--- src/bmc_pkg.sv ---
// constants and types shared by the monochrome source and blit control block
// assumes one 125 MHz clock (mclk) and an asynchronous active-low reset (nrst)
package bmc_pkg;
  // memory-space offsets; bit 23 selects the alias window and is ignored
  localparam logic [23:0] BMC_MONO_SRC_CTL_OFS = 24'h40000C;
  localparam logic [23:0] BMC_BLIT_CTL_OFS     = 24'h400010;
  localparam logic [23:0] BMC_ALIAS_MASK       = 24'h7FFFFF;

  // writable bits; everything else reads zero, except the blit control status bit, which reads busy
  localparam logic [31:0] BMC_MONO_SRC_WMASK   = 32'h0F3F3F3F;
  localparam logic [31:0] BMC_BLIT_WMASK       = 32'h007FF7FF;
  localparam logic [31:0] BMC_MONO_SRC_RST     = 32'h00000000;
  localparam logic [31:0] BMC_BLIT_RST         = 32'h00000000;

  // mono source control fields
  localparam int BMC_SRC_EXP_SEL_BIT = 27;
  localparam int BMC_ALIGN_LSB       = 24;
  localparam int BMC_DISCARD_LSB     = 16;
  localparam int BMC_RCLIP_LSB       = 8;
  localparam int BMC_LCLIP_LSB       = 0;

  // blit control fields
  localparam int BMC_STATUS_BIT      = 31;
  localparam int BMC_PAT_VALIGN_LSB  = 20;
  localparam int BMC_SOLID_PAT_BIT   = 19;
  localparam int BMC_PAT_DEPTH_BIT   = 18;
  localparam int BMC_SRC_DEPTH_BIT   = 12;
  localparam int BMC_LOW_CTL_W       = 18;

  localparam logic [2:0] BMC_PAT_ROW_RST = 3'h0;

  typedef enum logic [2:0] {
    BMC_ALN_BIT   = 3'h1,
    BMC_ALN_BYTE  = 3'h2,
    BMC_ALN_WORD  = 3'h3,
    BMC_ALN_DWORD = 3'h4,
    BMC_ALN_QWORD = 3'h5
  } bmc_align_e;

  // engine colour depth from the blit configuration
  typedef enum logic [1:0] {
    BMC_DEP_8  = 2'h0,
    BMC_DEP_16 = 2'h1,
    BMC_DEP_24 = 2'h2
  } bmc_depth_e;

  typedef enum logic [5:0] {
    BMC_SQ_IDLE    = 6'h01,
    BMC_SQ_DISCARD = 6'h02,
    BMC_SQ_LCLIP   = 6'h04,
    BMC_SQ_DATA    = 6'h08,
    BMC_SQ_RCLIP   = 6'h10,
    BMC_SQ_ALIGN   = 6'h20
  } bmc_seq_state_e;
endpackage : bmc_pkg

--- src/bmc_seq_if.sv ---
// interface between the control top and the mono source sequencer
// assumes both ends run on mclk
`timescale 1ns/100ps
`default_nettype none
interface bmc_seq_if;
  import bmc_pkg::*;
  logic        start;
  logic [2:0]  align;
  logic [5:0]  discard;
  logic [5:0]  lclip;
  logic [5:0]  rclip;
  logic [11:0] line_bits;
  logic [11:0] lines;
  logic [63:0] qw_data;
  logic        qw_valid;
  logic        qw_ready;
  logic        bit_val;
  logic        bit_valid;
  logic        bit_ready;
  logic        bit_eol;
  logic        active;

  modport seq (input start, align, discard, lclip, rclip, line_bits, lines, qw_data, qw_valid,
               bit_ready, output qw_ready, bit_val, bit_valid, bit_eol, active);
  modport ctl (output start, align, discard, lclip, rclip, line_bits, lines, qw_data, qw_valid,
               bit_ready, input qw_ready, bit_val, bit_valid, bit_eol, active);
endinterface : bmc_seq_if
`default_nettype wire

--- src/bmc_blit_ctl.sv ---
// mono source control and upper blit control: registers, status, pattern and source expansion
// assumes single-cycle memory-space accesses on mclk; read data follows one cycle later
`timescale 1ns/100ps
`default_nettype none
module bmc_blit_ctl
  import bmc_pkg::*;
(
  // clock and reset
  input  wire logic                     mclk,
  input  wire logic                     nrst,
  // memory-space register access
  input  wire logic [23:0]              mem_addr,
  input  wire logic                     mem_wr,
  input  wire logic                     mem_rd,
  input  wire logic [3:0]               mem_be,
  input  wire logic [31:0]              mem_wdata,
  output logic      [31:0]              mem_rdata,
  output logic                          mem_hit,
  // engine sequencing
  input  wire logic                     blit_start,
  input  wire logic                     dst_last_done,
  input  wire logic                     dst_line_end,
  input  wire logic [11:0]              dst_addr_lo,
  input  wire logic [11:0]              line_bits,
  input  wire logic [11:0]              line_count,
  input  wire bmc_pkg::bmc_depth_e      cfg_depth,
  output logic                          blit_busy,
  output logic                          src_is_mono,
  output logic                          pat_is_mono,
  output logic [bmc_pkg::BMC_LOW_CTL_W-1:0] blt_low_ctl,
  // expansion colours
  input  wire logic [23:0]              shared_expand_background_color,
  input  wire logic [23:0]              shared_expand_foreground_color,
  input  wire logic [23:0]              source_expand_background_color,
  input  wire logic [23:0]              source_expand_foreground_color,
  // mono source quadwords
  input  wire logic [63:0]              src_qw_data,
  input  wire logic                     src_qw_valid,
  output logic                          src_qw_ready,
  // expanded mono source pixels
  output logic [23:0]                   src_px_color,
  output logic                          src_px_valid,
  output logic                          src_px_eol,
  input  wire logic                     src_px_ready,
  // pattern
  input  wire logic                     pat_bit,
  output logic                          pat_fetch_en,
  output logic [2:0]                    pat_row,
  output logic [2:0]                    pat_hidx,
  output logic [23:0]                   pat_color
);
  typedef struct packed {
    logic [31:0] msc;
    logic [31:0] bctl;
    logic        busy;
    logic [2:0]  row;
    logic [2:0]  hidx;
    logic [23:0] px_color;
    logic        px_valid;
    logic        px_eol;
    logic [23:0] pat_color;
    logic [31:0] rdata;
  } bmc_ctl_s;

  bmc_ctl_s    s_r;
  bmc_ctl_s    s_nxt;
  bmc_seq_if   sif ();

  logic        hit_msc;
  logic        hit_bctl;
  logic [31:0] be_mask;
  logic        src_mono;
  logic        pat_mono;
  logic        solid;
  logic        start_ok;
  logic [11:0] px24;
  logic        exp_bit   [2];
  logic [23:0] exp_bg    [2];
  logic [23:0] exp_fg    [2];
  logic [23:0] exp_color [2];

  assign hit_msc  = ((mem_addr & BMC_ALIAS_MASK) == BMC_MONO_SRC_CTL_OFS);
  assign hit_bctl = ((mem_addr & BMC_ALIAS_MASK) == BMC_BLIT_CTL_OFS);
  assign mem_hit  = hit_msc || hit_bctl;
  assign be_mask  = {{8{mem_be[3]}}, {8{mem_be[2]}}, {8{mem_be[1]}}, {8{mem_be[0]}}};

  assign src_mono = s_r.bctl[BMC_SRC_DEPTH_BIT];
  assign pat_mono = s_r.bctl[BMC_PAT_DEPTH_BIT];
  assign solid    = s_r.bctl[BMC_SOLID_PAT_BIT] && pat_mono;
  assign start_ok = blit_start && !s_r.busy;

  // sequencer link
  assign sif.start     = start_ok && src_mono;
  assign sif.align     = s_r.msc[BMC_ALIGN_LSB +: 3];
  assign sif.discard   = s_r.msc[BMC_DISCARD_LSB +: 6];
  assign sif.lclip     = s_r.msc[BMC_LCLIP_LSB +: 6];
  assign sif.rclip     = s_r.msc[BMC_RCLIP_LSB +: 6];
  assign sif.line_bits = line_bits;
  assign sif.lines     = line_count;
  assign sif.qw_data   = src_qw_data;
  assign sif.qw_valid  = src_qw_valid && src_mono;
  assign sif.bit_ready = !s_r.px_valid || src_px_ready;
  assign src_qw_ready  = sif.qw_ready && src_mono;

  bmc_mono_seq u_seq (
    .mclk (mclk),
    .nrst (nrst),
    .sif  (sif.seq)
  );

  // expander 0 serves the mono source, expander 1 the pattern
  assign exp_bit[0] = sif.bit_val;
  assign exp_bg[0]  = s_r.msc[BMC_SRC_EXP_SEL_BIT] ? source_expand_background_color
                                                   : shared_expand_background_color;
  assign exp_fg[0]  = s_r.msc[BMC_SRC_EXP_SEL_BIT] ? source_expand_foreground_color
                                                   : shared_expand_foreground_color;
  assign exp_bit[1] = solid ? 1'b0 : pat_bit;
  assign exp_bg[1]  = shared_expand_background_color;
  assign exp_fg[1]  = shared_expand_foreground_color;

  genvar g;
  generate
    for (g = 0; g < 2; g++) begin : g_exp
      bmc_expand u_exp (
        .bit_in (exp_bit[g]),
        .bg     (exp_bg[g]),
        .fg     (exp_fg[g]),
        .depth  (cfg_depth),
        .color  (exp_color[g])
      );
    end
  endgenerate

  // 24 bpp pixels are three bytes wide, so the column needs a divide
  assign px24 = dst_addr_lo / 12'h003;

  always_comb begin
    s_nxt = s_r;
    // register writes, status bit excluded by the mask
    if (mem_wr && hit_msc) begin
      s_nxt.msc = ((s_r.msc & ~be_mask) | (mem_wdata & be_mask)) & BMC_MONO_SRC_WMASK;
    end
    if (mem_wr && hit_bctl) begin
      s_nxt.bctl = ((s_r.bctl & ~be_mask) | (mem_wdata & be_mask)) & BMC_BLIT_WMASK;
    end
    // read data
    if (mem_rd) begin
      if (hit_msc) begin
        s_nxt.rdata = s_r.msc & BMC_MONO_SRC_WMASK;
      end else if (hit_bctl) begin
        s_nxt.rdata = (s_r.bctl & BMC_BLIT_WMASK) | ({31'h0, s_r.busy} << BMC_STATUS_BIT);
      end else begin
        s_nxt.rdata = 32'h00000000;
      end
    end
    // engine status; a start while busy is ignored
    if (start_ok) begin
      s_nxt.busy = 1'b1;
    end else if (dst_last_done) begin
      s_nxt.busy = 1'b0;
    end
    // pattern row: loaded at start, steps once per destination line
    if (start_ok) begin
      s_nxt.row = s_r.bctl[BMC_PAT_VALIGN_LSB +: 3];
    end else if (dst_line_end) begin
      s_nxt.row = s_r.row + 3'h1;
    end
    case (cfg_depth)
      BMC_DEP_8:  s_nxt.hidx = dst_addr_lo[2:0];
      BMC_DEP_16: s_nxt.hidx = dst_addr_lo[3:1];
      default:    s_nxt.hidx = px24[2:0];
    endcase
    s_nxt.pat_color = exp_color[1];
    // mono source pixel output register
    if (sif.bit_valid && sif.bit_ready) begin
      s_nxt.px_color = exp_color[0];
      s_nxt.px_valid = 1'b1;
      s_nxt.px_eol   = sif.bit_eol;
    end else if (src_px_ready) begin
      s_nxt.px_valid = 1'b0;
    end
  end

  always_ff @(posedge mclk or negedge nrst) begin
    if (!nrst) begin
      s_r      <= '0;
      s_r.msc  <= BMC_MONO_SRC_RST;
      s_r.bctl <= BMC_BLIT_RST;
      s_r.row  <= BMC_PAT_ROW_RST;
    end else begin
      s_r <= s_nxt;
    end
  end

  assign mem_rdata    = s_r.rdata;
  assign blit_busy    = s_r.busy;
  assign src_is_mono  = src_mono;
  assign pat_is_mono  = pat_mono;
  assign blt_low_ctl  = s_r.bctl[BMC_LOW_CTL_W-1:0];
  assign src_px_color = s_r.px_color;
  assign src_px_valid = s_r.px_valid;
  assign src_px_eol   = s_r.px_eol;
  assign pat_fetch_en = !solid;
  assign pat_row      = s_r.row;
  assign pat_hidx     = s_r.hidx;
  assign pat_color    = s_r.pat_color;
endmodule : bmc_blit_ctl
`default_nettype wire

--- src/bmc_expand.sv ---
// monochrome to colour expansion of one bit
// assumes colours and depth are stable while used; purely combinational
`timescale 1ns/100ps
`default_nettype none
module bmc_expand
  import bmc_pkg::*;
(
  // mono bit and colour pair
  input  wire logic        bit_in,
  input  wire logic [23:0] bg,
  input  wire logic [23:0] fg,
  input  wire bmc_depth_e  depth,
  // expanded colour
  output logic      [23:0] color
);
  logic [23:0] raw;

  always_comb begin
    raw = bit_in ? fg : bg;
    case (depth)
      BMC_DEP_8:  color = {16'h0000, raw[7:0]};
      BMC_DEP_16: color = {8'h00, raw[15:0]};
      default:    color = raw;
    endcase
  end
endmodule : bmc_expand
`default_nettype wire

--- src/bmc_mono_seq.sv ---
// mono source bit sequencer: initial discard, per-line clipping, scan-line alignment
// assumes quadwords arrive with valid/ready; bit order is byte 0 first, msb first in a byte
`timescale 1ns/100ps
`default_nettype none
module bmc_mono_seq
  import bmc_pkg::*;
(
  // clock and reset
  input  wire logic mclk,
  input  wire logic nrst,
  // link to control top
  bmc_seq_if.seq    sif
);
  typedef struct packed {
    bmc_seq_state_e st;
    logic [63:0]    qw;
    logic           have;
    logic [5:0]     ptr;
    logic [11:0]    cnt;
    logic [11:0]    lines;
    logic           bval;
    logic           bvalid;
    logic           beol;
  } bmc_seq_s;

  bmc_seq_s   s_r;
  bmc_seq_s   s_nxt;
  logic [5:0] amask;
  logic       cur;
  logic       slot_free;

  assign sif.qw_ready  = !s_r.have;
  assign sif.bit_val   = s_r.bval;
  assign sif.bit_valid = s_r.bvalid;
  assign sif.bit_eol   = s_r.beol;
  assign sif.active    = (s_r.st != BMC_SQ_IDLE);

  always_comb begin
    // reserved codes behave as bit alignment: no padding is skipped
    case (sif.align)
      BMC_ALN_BYTE:  amask = 6'h07;
      BMC_ALN_WORD:  amask = 6'h0F;
      BMC_ALN_DWORD: amask = 6'h1F;
      BMC_ALN_QWORD: amask = 6'h3F;
      default:       amask = 6'h00;
    endcase
  end

  assign cur       = s_r.qw[{s_r.ptr[5:3], ~s_r.ptr[2:0]}];
  assign slot_free = !s_r.bvalid || sif.bit_ready;

  always_comb begin
    s_nxt = s_r;
    if (s_r.bvalid && sif.bit_ready) begin
      s_nxt.bvalid = 1'b0;
    end
    if (!s_r.have && sif.qw_valid) begin
      s_nxt.qw   = sif.qw_data;
      s_nxt.have = 1'b1;
      s_nxt.ptr  = 6'h00;
    end
    case (s_r.st)
      BMC_SQ_IDLE: begin
        // only started for mono source; colour source leaves this idle
        if (sif.start && (sif.lines != 12'h000)) begin
          s_nxt.st    = BMC_SQ_DISCARD;
          s_nxt.cnt   = {6'h00, sif.discard};
          s_nxt.lines = sif.lines;
          s_nxt.have  = 1'b0;
          s_nxt.ptr   = 6'h00;
        end
      end
      BMC_SQ_DISCARD: begin
        if (s_r.cnt == 12'h000) begin
          s_nxt.st  = BMC_SQ_LCLIP;
          s_nxt.cnt = {6'h00, sif.lclip};
        end else if (s_r.have) begin
          s_nxt.cnt = s_r.cnt - 12'h001;
        end
      end
      BMC_SQ_LCLIP: begin
        if (s_r.cnt == 12'h000) begin
          s_nxt.st  = BMC_SQ_DATA;
          s_nxt.cnt = sif.line_bits;
        end else if (s_r.have) begin
          s_nxt.cnt = s_r.cnt - 12'h001;
        end
      end
      BMC_SQ_DATA: begin
        if (s_r.cnt == 12'h000) begin
          s_nxt.st  = BMC_SQ_RCLIP;
          s_nxt.cnt = {6'h00, sif.rclip};
        end else if (s_r.have && slot_free) begin
          s_nxt.cnt    = s_r.cnt - 12'h001;
          s_nxt.bval   = cur;
          s_nxt.bvalid = 1'b1;
          s_nxt.beol   = (s_r.cnt == 12'h001);
        end
      end
      BMC_SQ_RCLIP: begin
        if (s_r.cnt == 12'h000) begin
          s_nxt.st = BMC_SQ_ALIGN;
        end else if (s_r.have) begin
          s_nxt.cnt = s_r.cnt - 12'h001;
        end
      end
      BMC_SQ_ALIGN: begin
        if ((s_r.ptr & amask) == 6'h00) begin
          s_nxt.lines = s_r.lines - 12'h001;
          s_nxt.cnt   = {6'h00, sif.lclip};
          s_nxt.st    = (s_r.lines == 12'h001) ? BMC_SQ_IDLE : BMC_SQ_LCLIP;
        end
      end
      default: s_nxt.st = BMC_SQ_IDLE;
    endcase
    // one source bit is used up by every counting or padding step
    if (s_r.have && (s_r.st != BMC_SQ_IDLE)
        && (((s_r.st == BMC_SQ_ALIGN) && ((s_r.ptr & amask) != 6'h00))
         || ((s_r.st != BMC_SQ_ALIGN) && (s_r.cnt != 12'h000)
             && ((s_r.st != BMC_SQ_DATA) || slot_free)))) begin
      s_nxt.ptr = s_r.ptr + 6'h01;
      if (s_r.ptr == 6'h3F) begin
        s_nxt.have = 1'b0;
      end
    end
  end

  always_ff @(posedge mclk or negedge nrst) begin
    if (!nrst) begin
      s_r <= '{st: BMC_SQ_IDLE, default: '0};
    end else begin
      s_r <= s_nxt;
    end
  end
endmodule : bmc_mono_seq
`default_nettype wire

--- config.mk ---
export PLATFORM = sky130hd
export DESIGN_NAME = bmc_blit_ctl
export DESIGN_NICKNAME = d
export VERILOG_FILES = /design/src/bmc_pkg.sv /design/src/bmc_seq_if.sv /design/src/bmc_blit_ctl.sv /design/src/bmc_expand.sv /design/src/bmc_mono_seq.sv
export SDC_FILE = /design/constraint.sdc
export NUM_CORES = 1
export LEC_CHECK = 0
export BUFFER_PORTS_ARGS = -buffer_cell sky130_fd_sc_hd__clkbuf_2
export CAP_MARGIN = 10
export CORE_MARGIN = 2
export CORE_UTILIZATION = 37
export DETAILED_ROUTE_END_ITERATION = 10
export GPL_ROUTABILITY_DRIVEN = 0
export MAX_ROUTING_LAYER = met4
export SLEW_MARGIN = 5
export SYNTH_ARGS = -nofsm -noshare
export SYNTH_HDL_FRONTEND = slang
export SYNTH_SLANG_ARGS = --single-unit
--- constraint.sdc ---
create_clock -name mclk -period 2.3 [get_ports mclk]
set_input_delay 0.115 -clock mclk [delete_from_list [all_inputs] [get_ports mclk]]
set_output_delay 0.115 -clock mclk [all_outputs]
set_load 0.005 [all_outputs]
==> Word-level counts from Yosys, hierarchy flattened <==
Cells that the tools add are included.
{ "word_totals": {"latchBits": 0, "output_inout_bits": 112, "n_memories": 0, "ram_bits": 0, "wordCells": 148, "mem_bits_ro": 0, "inputBits": 268, "register_bits": 237} }
{ "op_classes": {"order_cmp": 1, "div_mod_pow": 1, "shifts": 0, "n_reduce_logical": 41, "eq_ne": 27, "n_bitwise": 10, "n_mul": 0, "n_mux": 45, "addsub": 4} }
{ "op_table": {"columns": ["operator", "n"], "rows": [
  ["24-bit two-way mux", 5],
  ["24-bit one-hot mux with 2 select lines", 2],
  ["12-bit two-way mux", 6],
  ["12-bit one-hot mux with 6 select lines", 1],
  ["32-bit two-way mux", 2],
  ["28-bit AND", 2],
  ["23-bit equality test (second input constant)", 2],
  ["6-bit two-way mux", 6],
  ["6-bit one-hot mux with 6 select lines", 1],
  ["23-bit by 32-bit bitwise OR with 32-bit output", 1],
  ["31-bit two-way mux", 1],
  ["28-bit NOT", 1],
  ["28-bit bitwise OR", 1],
  ["12-bit by 1-bit equality test with 1-bit output (second input constant)", 2],
  ["12-bit one-hot mux with 2 select lines", 1],
  ["6-bit one-hot mux with 4 select lines", 1],
  ["12-bit nonzero test", 2],
  ["12-bit by 1-bit subtractor with 12-bit output (second input constant)", 2],
  ["23-bit AND", 1],
  ["23-bit bitwise OR", 1],
  ["7-bit two-way mux", 3],
  ["1-bit logical AND", 16],
  ["12-bit by 2-bit divider with 12-bit output (second input constant)", 1],
  ["6-bit equality test (second input constant)", 2],
  ["35 further kinds", 66]
]} }

==> Depth between registers and ports, before layout <==
{ "depth": {"ltp_word": 8, "ltp_mapped": 16, "depth_no_buf": 14} }

==> Cells and area by module <==
Synthesis repeated with hierarchy kept, for this count alone.
{ "unflattened": {"cells_unflattened": 1276, "hier_area_um2": 13710.6} }
{ "by_module_without_submodules": {"columns": ["mod", "area_each_um2", "n_inst", "cells_each", "seq_area_each_um2"], "rows": [
  ["bmc_blit_ctl", 6921.6, 1, 622, 3228.1],
  ["bmc_mono_seq", 5958.2, 1, 566, 2603.7],
  ["bmc_expand", 415.4, 2, 44, 0.0]
]} }

==> Least setup slack after synthesis <==
No wires, ideal clock.
{ "synth_timing": {"path_type": "input port to flip-flop", "start": "input dst_addr_lo[6]", "end": "register s_r, in the netlist pat_hidx[0]", "setup_ns": 0.128, "path_stages": 14, "setup_slack_ns": -0.740, "required_ns": 2.172, "arrival_time_ns": 2.912, "path_buffers": 1, "path_cell_list": "buf_2 -> inv_1 -> or3_1 -> a32o_1 -> nor3_1 -> a221oi_2 -> nor4b_2 -> nor2_1 -> ha_1 -> nand2b_1 -> nor4b_1 -> nor2_1 -> mux2i_1 -> o211ai_2"} }
{ "synth_rtl": {"columns": ["element", "line_no", "rtl"], "rows": [
  ["start: declaration", "bmc_blit_ctl.sv:23", "input wire logic [11:0] dst_addr_lo,"],
  ["end signal: assignment", "bmc_blit_ctl.sv:191", "s_r <= s_nxt;"],
  ["end: declaration", "bmc_blit_ctl.sv:65", "bmc_ctl_s s_r;"]
]} }

==> summary by stage <==
Critical path
The critical path endpoint category is a flop. The critical setup path kind is in2reg. The top fanout value on the critical path is 6.

The kind of launch point of the worst setup path is a primary input. The critical path data arrival time is 2.94 ns. The data required time of the worst path is 2.73 ns. In this run the register-to-register setup slack is -0.07 ns.

Power and ir drop
The power spent charging and discharging nets is 2.55 mW. The internal portion of total power is 7.95 mW. The fraction of power consumed by the clock network is 46.6%. The power per standard cell area is 564 mW/mm2. The power share of the combinational group is 12.7%. The static leakage is 9.01 nW. Per report_power, the sequential group accounts for 40.7% of the total.

Of the total power, the share spent switching nets is 24.3%. Across the VDD grid, the largest voltage drop is 528 uV.

Floorplan
The number of standard-cell rows in the floorplan is 68. The total core area is 0.0345 mm2. In this run the count of I/O pins placed on the die edge is 380. The initial core utilization is 37.6%. The die span in y is 191 um. The overall die width is 191 um.

The die area is 0.0366 mm2.

Clock tree
Buffers inserted during clock tree synthesis total 28. The master cell of the clock root buffer is clkbuf_16. TritonCTS built the clock tree. For the worst-skew pair, the clock arrives at the later sink with an insertion delay of 0.55 ns.

Counting every sink on the clock net gives 233. The clock transition at the registers of the reported paths is 0.06 ns. The H-tree depth is 1. The maximum buffer depth of the clock tree is 3.

Yosys
The synthesized instance count is 1250. In this run, distinct cell masters in the synthesized netlist total 74. Summed over its instances, the top area cell type makes up 44.7% of the synthesized netlist area. Counting flops with a built-in enable in the synthesized netlist gives 0. In the synthesized netlist the async set-or-reset flop fraction comes to 100%. The share of synthesized area occupied by flip-flops and latches is 44.9%.

dfrtp_1 takes more of the synthesized area than any other cell. The Yosys step of the flow raised 0 warnings. By area the synthesized netlist is led by dfrtp_1 45%, mux2_2 10%, buf_4 6.0%, mux4_2 5.6%, nand2_1 3.7%. The mean instance size in the synthesized netlist is 10.4 um2. In the synthesized netlist the dominant register cell turns out to be dfrtp_1.

The number of register bits inferred by synthesis is 233. The synthesized cell area is 0.0130 mm2.

Job
The reported max-cap violation count is 0.

Global routing
For this run, the total global-route usage over all layers was measured as 22.5%. Entering global routing, the biggest net connects 70 pins. For this run the aggregate overflow at the end of global routing stands at 0. The first global-routing pass estimated 63900 um of wire. The initial antenna violation count is 2. The via count of the first global-routing pass is 11900.

Detailed routing
The pre-antenna-repair detailed-routing pass consisted of 5 iterations. The average vias per placed instance is 5.18. In the routed design, unresolved DRC markers number 0. In the final routed layout, each cell accounts on average for 18.4 um.

The number of nets still failing antenna checks after routing is 0. The routed layout has 11700 vias. The DRC violation total after the first TritonRoute iteration is 624. After detailed routing, the total wire length is 41600 um.

Finish
From synthesis to final layout, the design area changed by 43.3%. In the final design database the tool counted 2061 nets. The top cell types in the final layout, fill and taps aside, are 365 x clkbuf_2, 229 x dfrtp_1, 171 x dlygate4sd3_1. Leaving out filler cells and counting taps, the final layout contains 2263. Cells with a size suffix above 1 make up 43.2% of the layout. The library cell used most frequently in the layout, excluding fill and tap cells, is clkbuf_2.

Timing
After layout, the worst path uses 109% of the clock period. The relative slew slack is 25.5%. The routed design could run at a clock period as short as 2.51 ns. The total count of hold-check failures in the final report was 0. Setup repair after global routing could not meet its margin everywhere. Setup violations remaining at the end of the flow were counted as 6. The final sum of negative setup slack is -0.471 ns.

At the pin with the least slew margin, the transition time is 1.12 ns. The number of max-slew violations in the final report is 0. The final critical-path setup slack is -0.210 ns.

The setup clock skew after layout is 0.0134 ns. The highest achievable clock rate is 398 MHz.

Run status
The flow ran to the end, but the final reports show violations. The checks that failed: negative setup slack.

Min path
In this run the worst hold path is classified as in2reg.

Place
The number of buffers added on ports is 368. The sum of net half-perimeters after detailed placement is 29700 um. In this run, placement finished with an instance count of 2026.
==> worst paths after layout <==
kind / from / endpoint / cells after the start
setup / recovery: dst_addr_lo[11] / pat_hidx[0] / 16
hold / removal: line_count[3] / u_seq.s_r[6] / 4
setup reg to reg: u_seq.s_r[99] / u_seq.s_r[18] / 9
hold reg to reg: u_seq.sif.bit_eol / u_seq.sif.bit_eol / 2
max in group asynchronous: nrst / async pin / 3
min in group asynchronous: nrst / pat_color[0] / 2
==> per-layer routing <==
metal  up-vias  wire, um  track usage, %
li1       5515         -               -
met1      5724     17300            26.8
met2       405     20800            39.2
met3        76      2150            3.19
met4         0      1410            7.60
met5         -         0               -
==> per-stage QoR <==
step / setup WS [ns] / instance area [um2] / power, mW / utilization, % / hold slack, ns
finish: -0.210 / 18600 / 10.5 / 53.9 / 0.0287
global route: -0.351 / 18600 / 10.9 / 53.9 / 0.0303
CTS: -0.150 / 18300 / 10.6 / 53.1 / 0.00163
detailed placement: -0.797 / 15500 / 5.38 / 44.8 / 0.0741
global placement: -0.720 / 15500 / 5.36 / 44.8 / 0.0717
floorplan: -0.642 / 13100 / 4.88 / - / -0.181
==> worst max-delay path: stages <==
cell	delay [ns]
buf_6	0.11
and3b_1	0.18
or3_4	0.39
a32o_2	0.33
nor2_4	0.20
o32ai_4	0.13
nor4b_4	0.29
nor2_1	0.07
ha_2	0.22
nor2_4	0.11
o41ai_2	0.07
a211oi_1	0.22
buf_4	0.17
nor2_2	0.04
mux2i_1	0.18
o211ai_2	0.10
==> what timing repair did <==
| action | 4_1_cts | 5_1_grt |
|---|---|---|
| hold buffers | 171 | 0 |
| gates resized for setup | 18 | 56 |
| buffers inserted | 2 | 9 |
| endpoints found under the hold margin | 396 | 0 |
| gates cloned | 0 | 1 |
| pin swaps | 6 | 22 |
| setup endpoints to repair | 15 | 23 |
==> cell usage after synthesis, drive strengths merged, types with 4 or more instances <==
cell and count:
xor2 8, ha 9, and3b 5, nor3 12, nor2 66, and3 9, a32oi 6, a21oi 63
mux2 120, a211oi 5, a22oi 25, a21boi 9, mux4 32, nand3b 10, nand3 33, nand2 127
nor2b 8, buf 116, a21o 6, a31oi 6, nand4 7, and2 4, o21a 4, clkbuf 63
o221ai 10, inv 25, or3 6, o21ai 91, nor4 18, a22o 10, nand2b 11, nor4b 5
dfrtp 232, a221oi 7, o211ai 8, o22ai 8, or2 6, mux2i 19
==> cells by family (layout without fill, tap and decap cells) <==
group           after synthesis  in the layout  synth area share (%)
buf+inv                     204            756                  9.16
simple gates                337            337                  12.7
fa+ha+maj                     9              9                 0.867
mux                         171            171                  17.4
flops                       233            233                  44.9
other cells                   1              7                0.0289
compound gates              285            285                  14.2
xor+xnor                     10             10                 0.675
==> final cells by class <==
type / instances / area [um2]
inverters: 25 / 93.8
flip-flops and latches: 233 / 5840
repair buffers: 679 / 4730
diodes: 2 / 5.00
clock buffers: 31 / 742
fillers: 3003 / 15900
multi-input cells: 817 / 6340
well taps: 455 / 569
clock inverters: 21 / 289
==> power groups by stage <==
| stage | clock (mW) | combinational (mW) | sequential, mW |
|---|---|---|---|
| 2_1_floorplan | 0 | 0.559 | 4.32 |
| 3_3_place_gp | 0 | 1.02 | 4.34 |
| 3_5_place_dp | 0 | 1.04 | 4.34 |
| 4_1_cts | 5.01 | 1.30 | 4.27 |
| 5_1_grt | 5.18 | 1.46 | 4.28 |
| 6_report | 4.90 | 1.33 | 4.27 |
No activity file was read; power rests on OpenSTA's default activity.
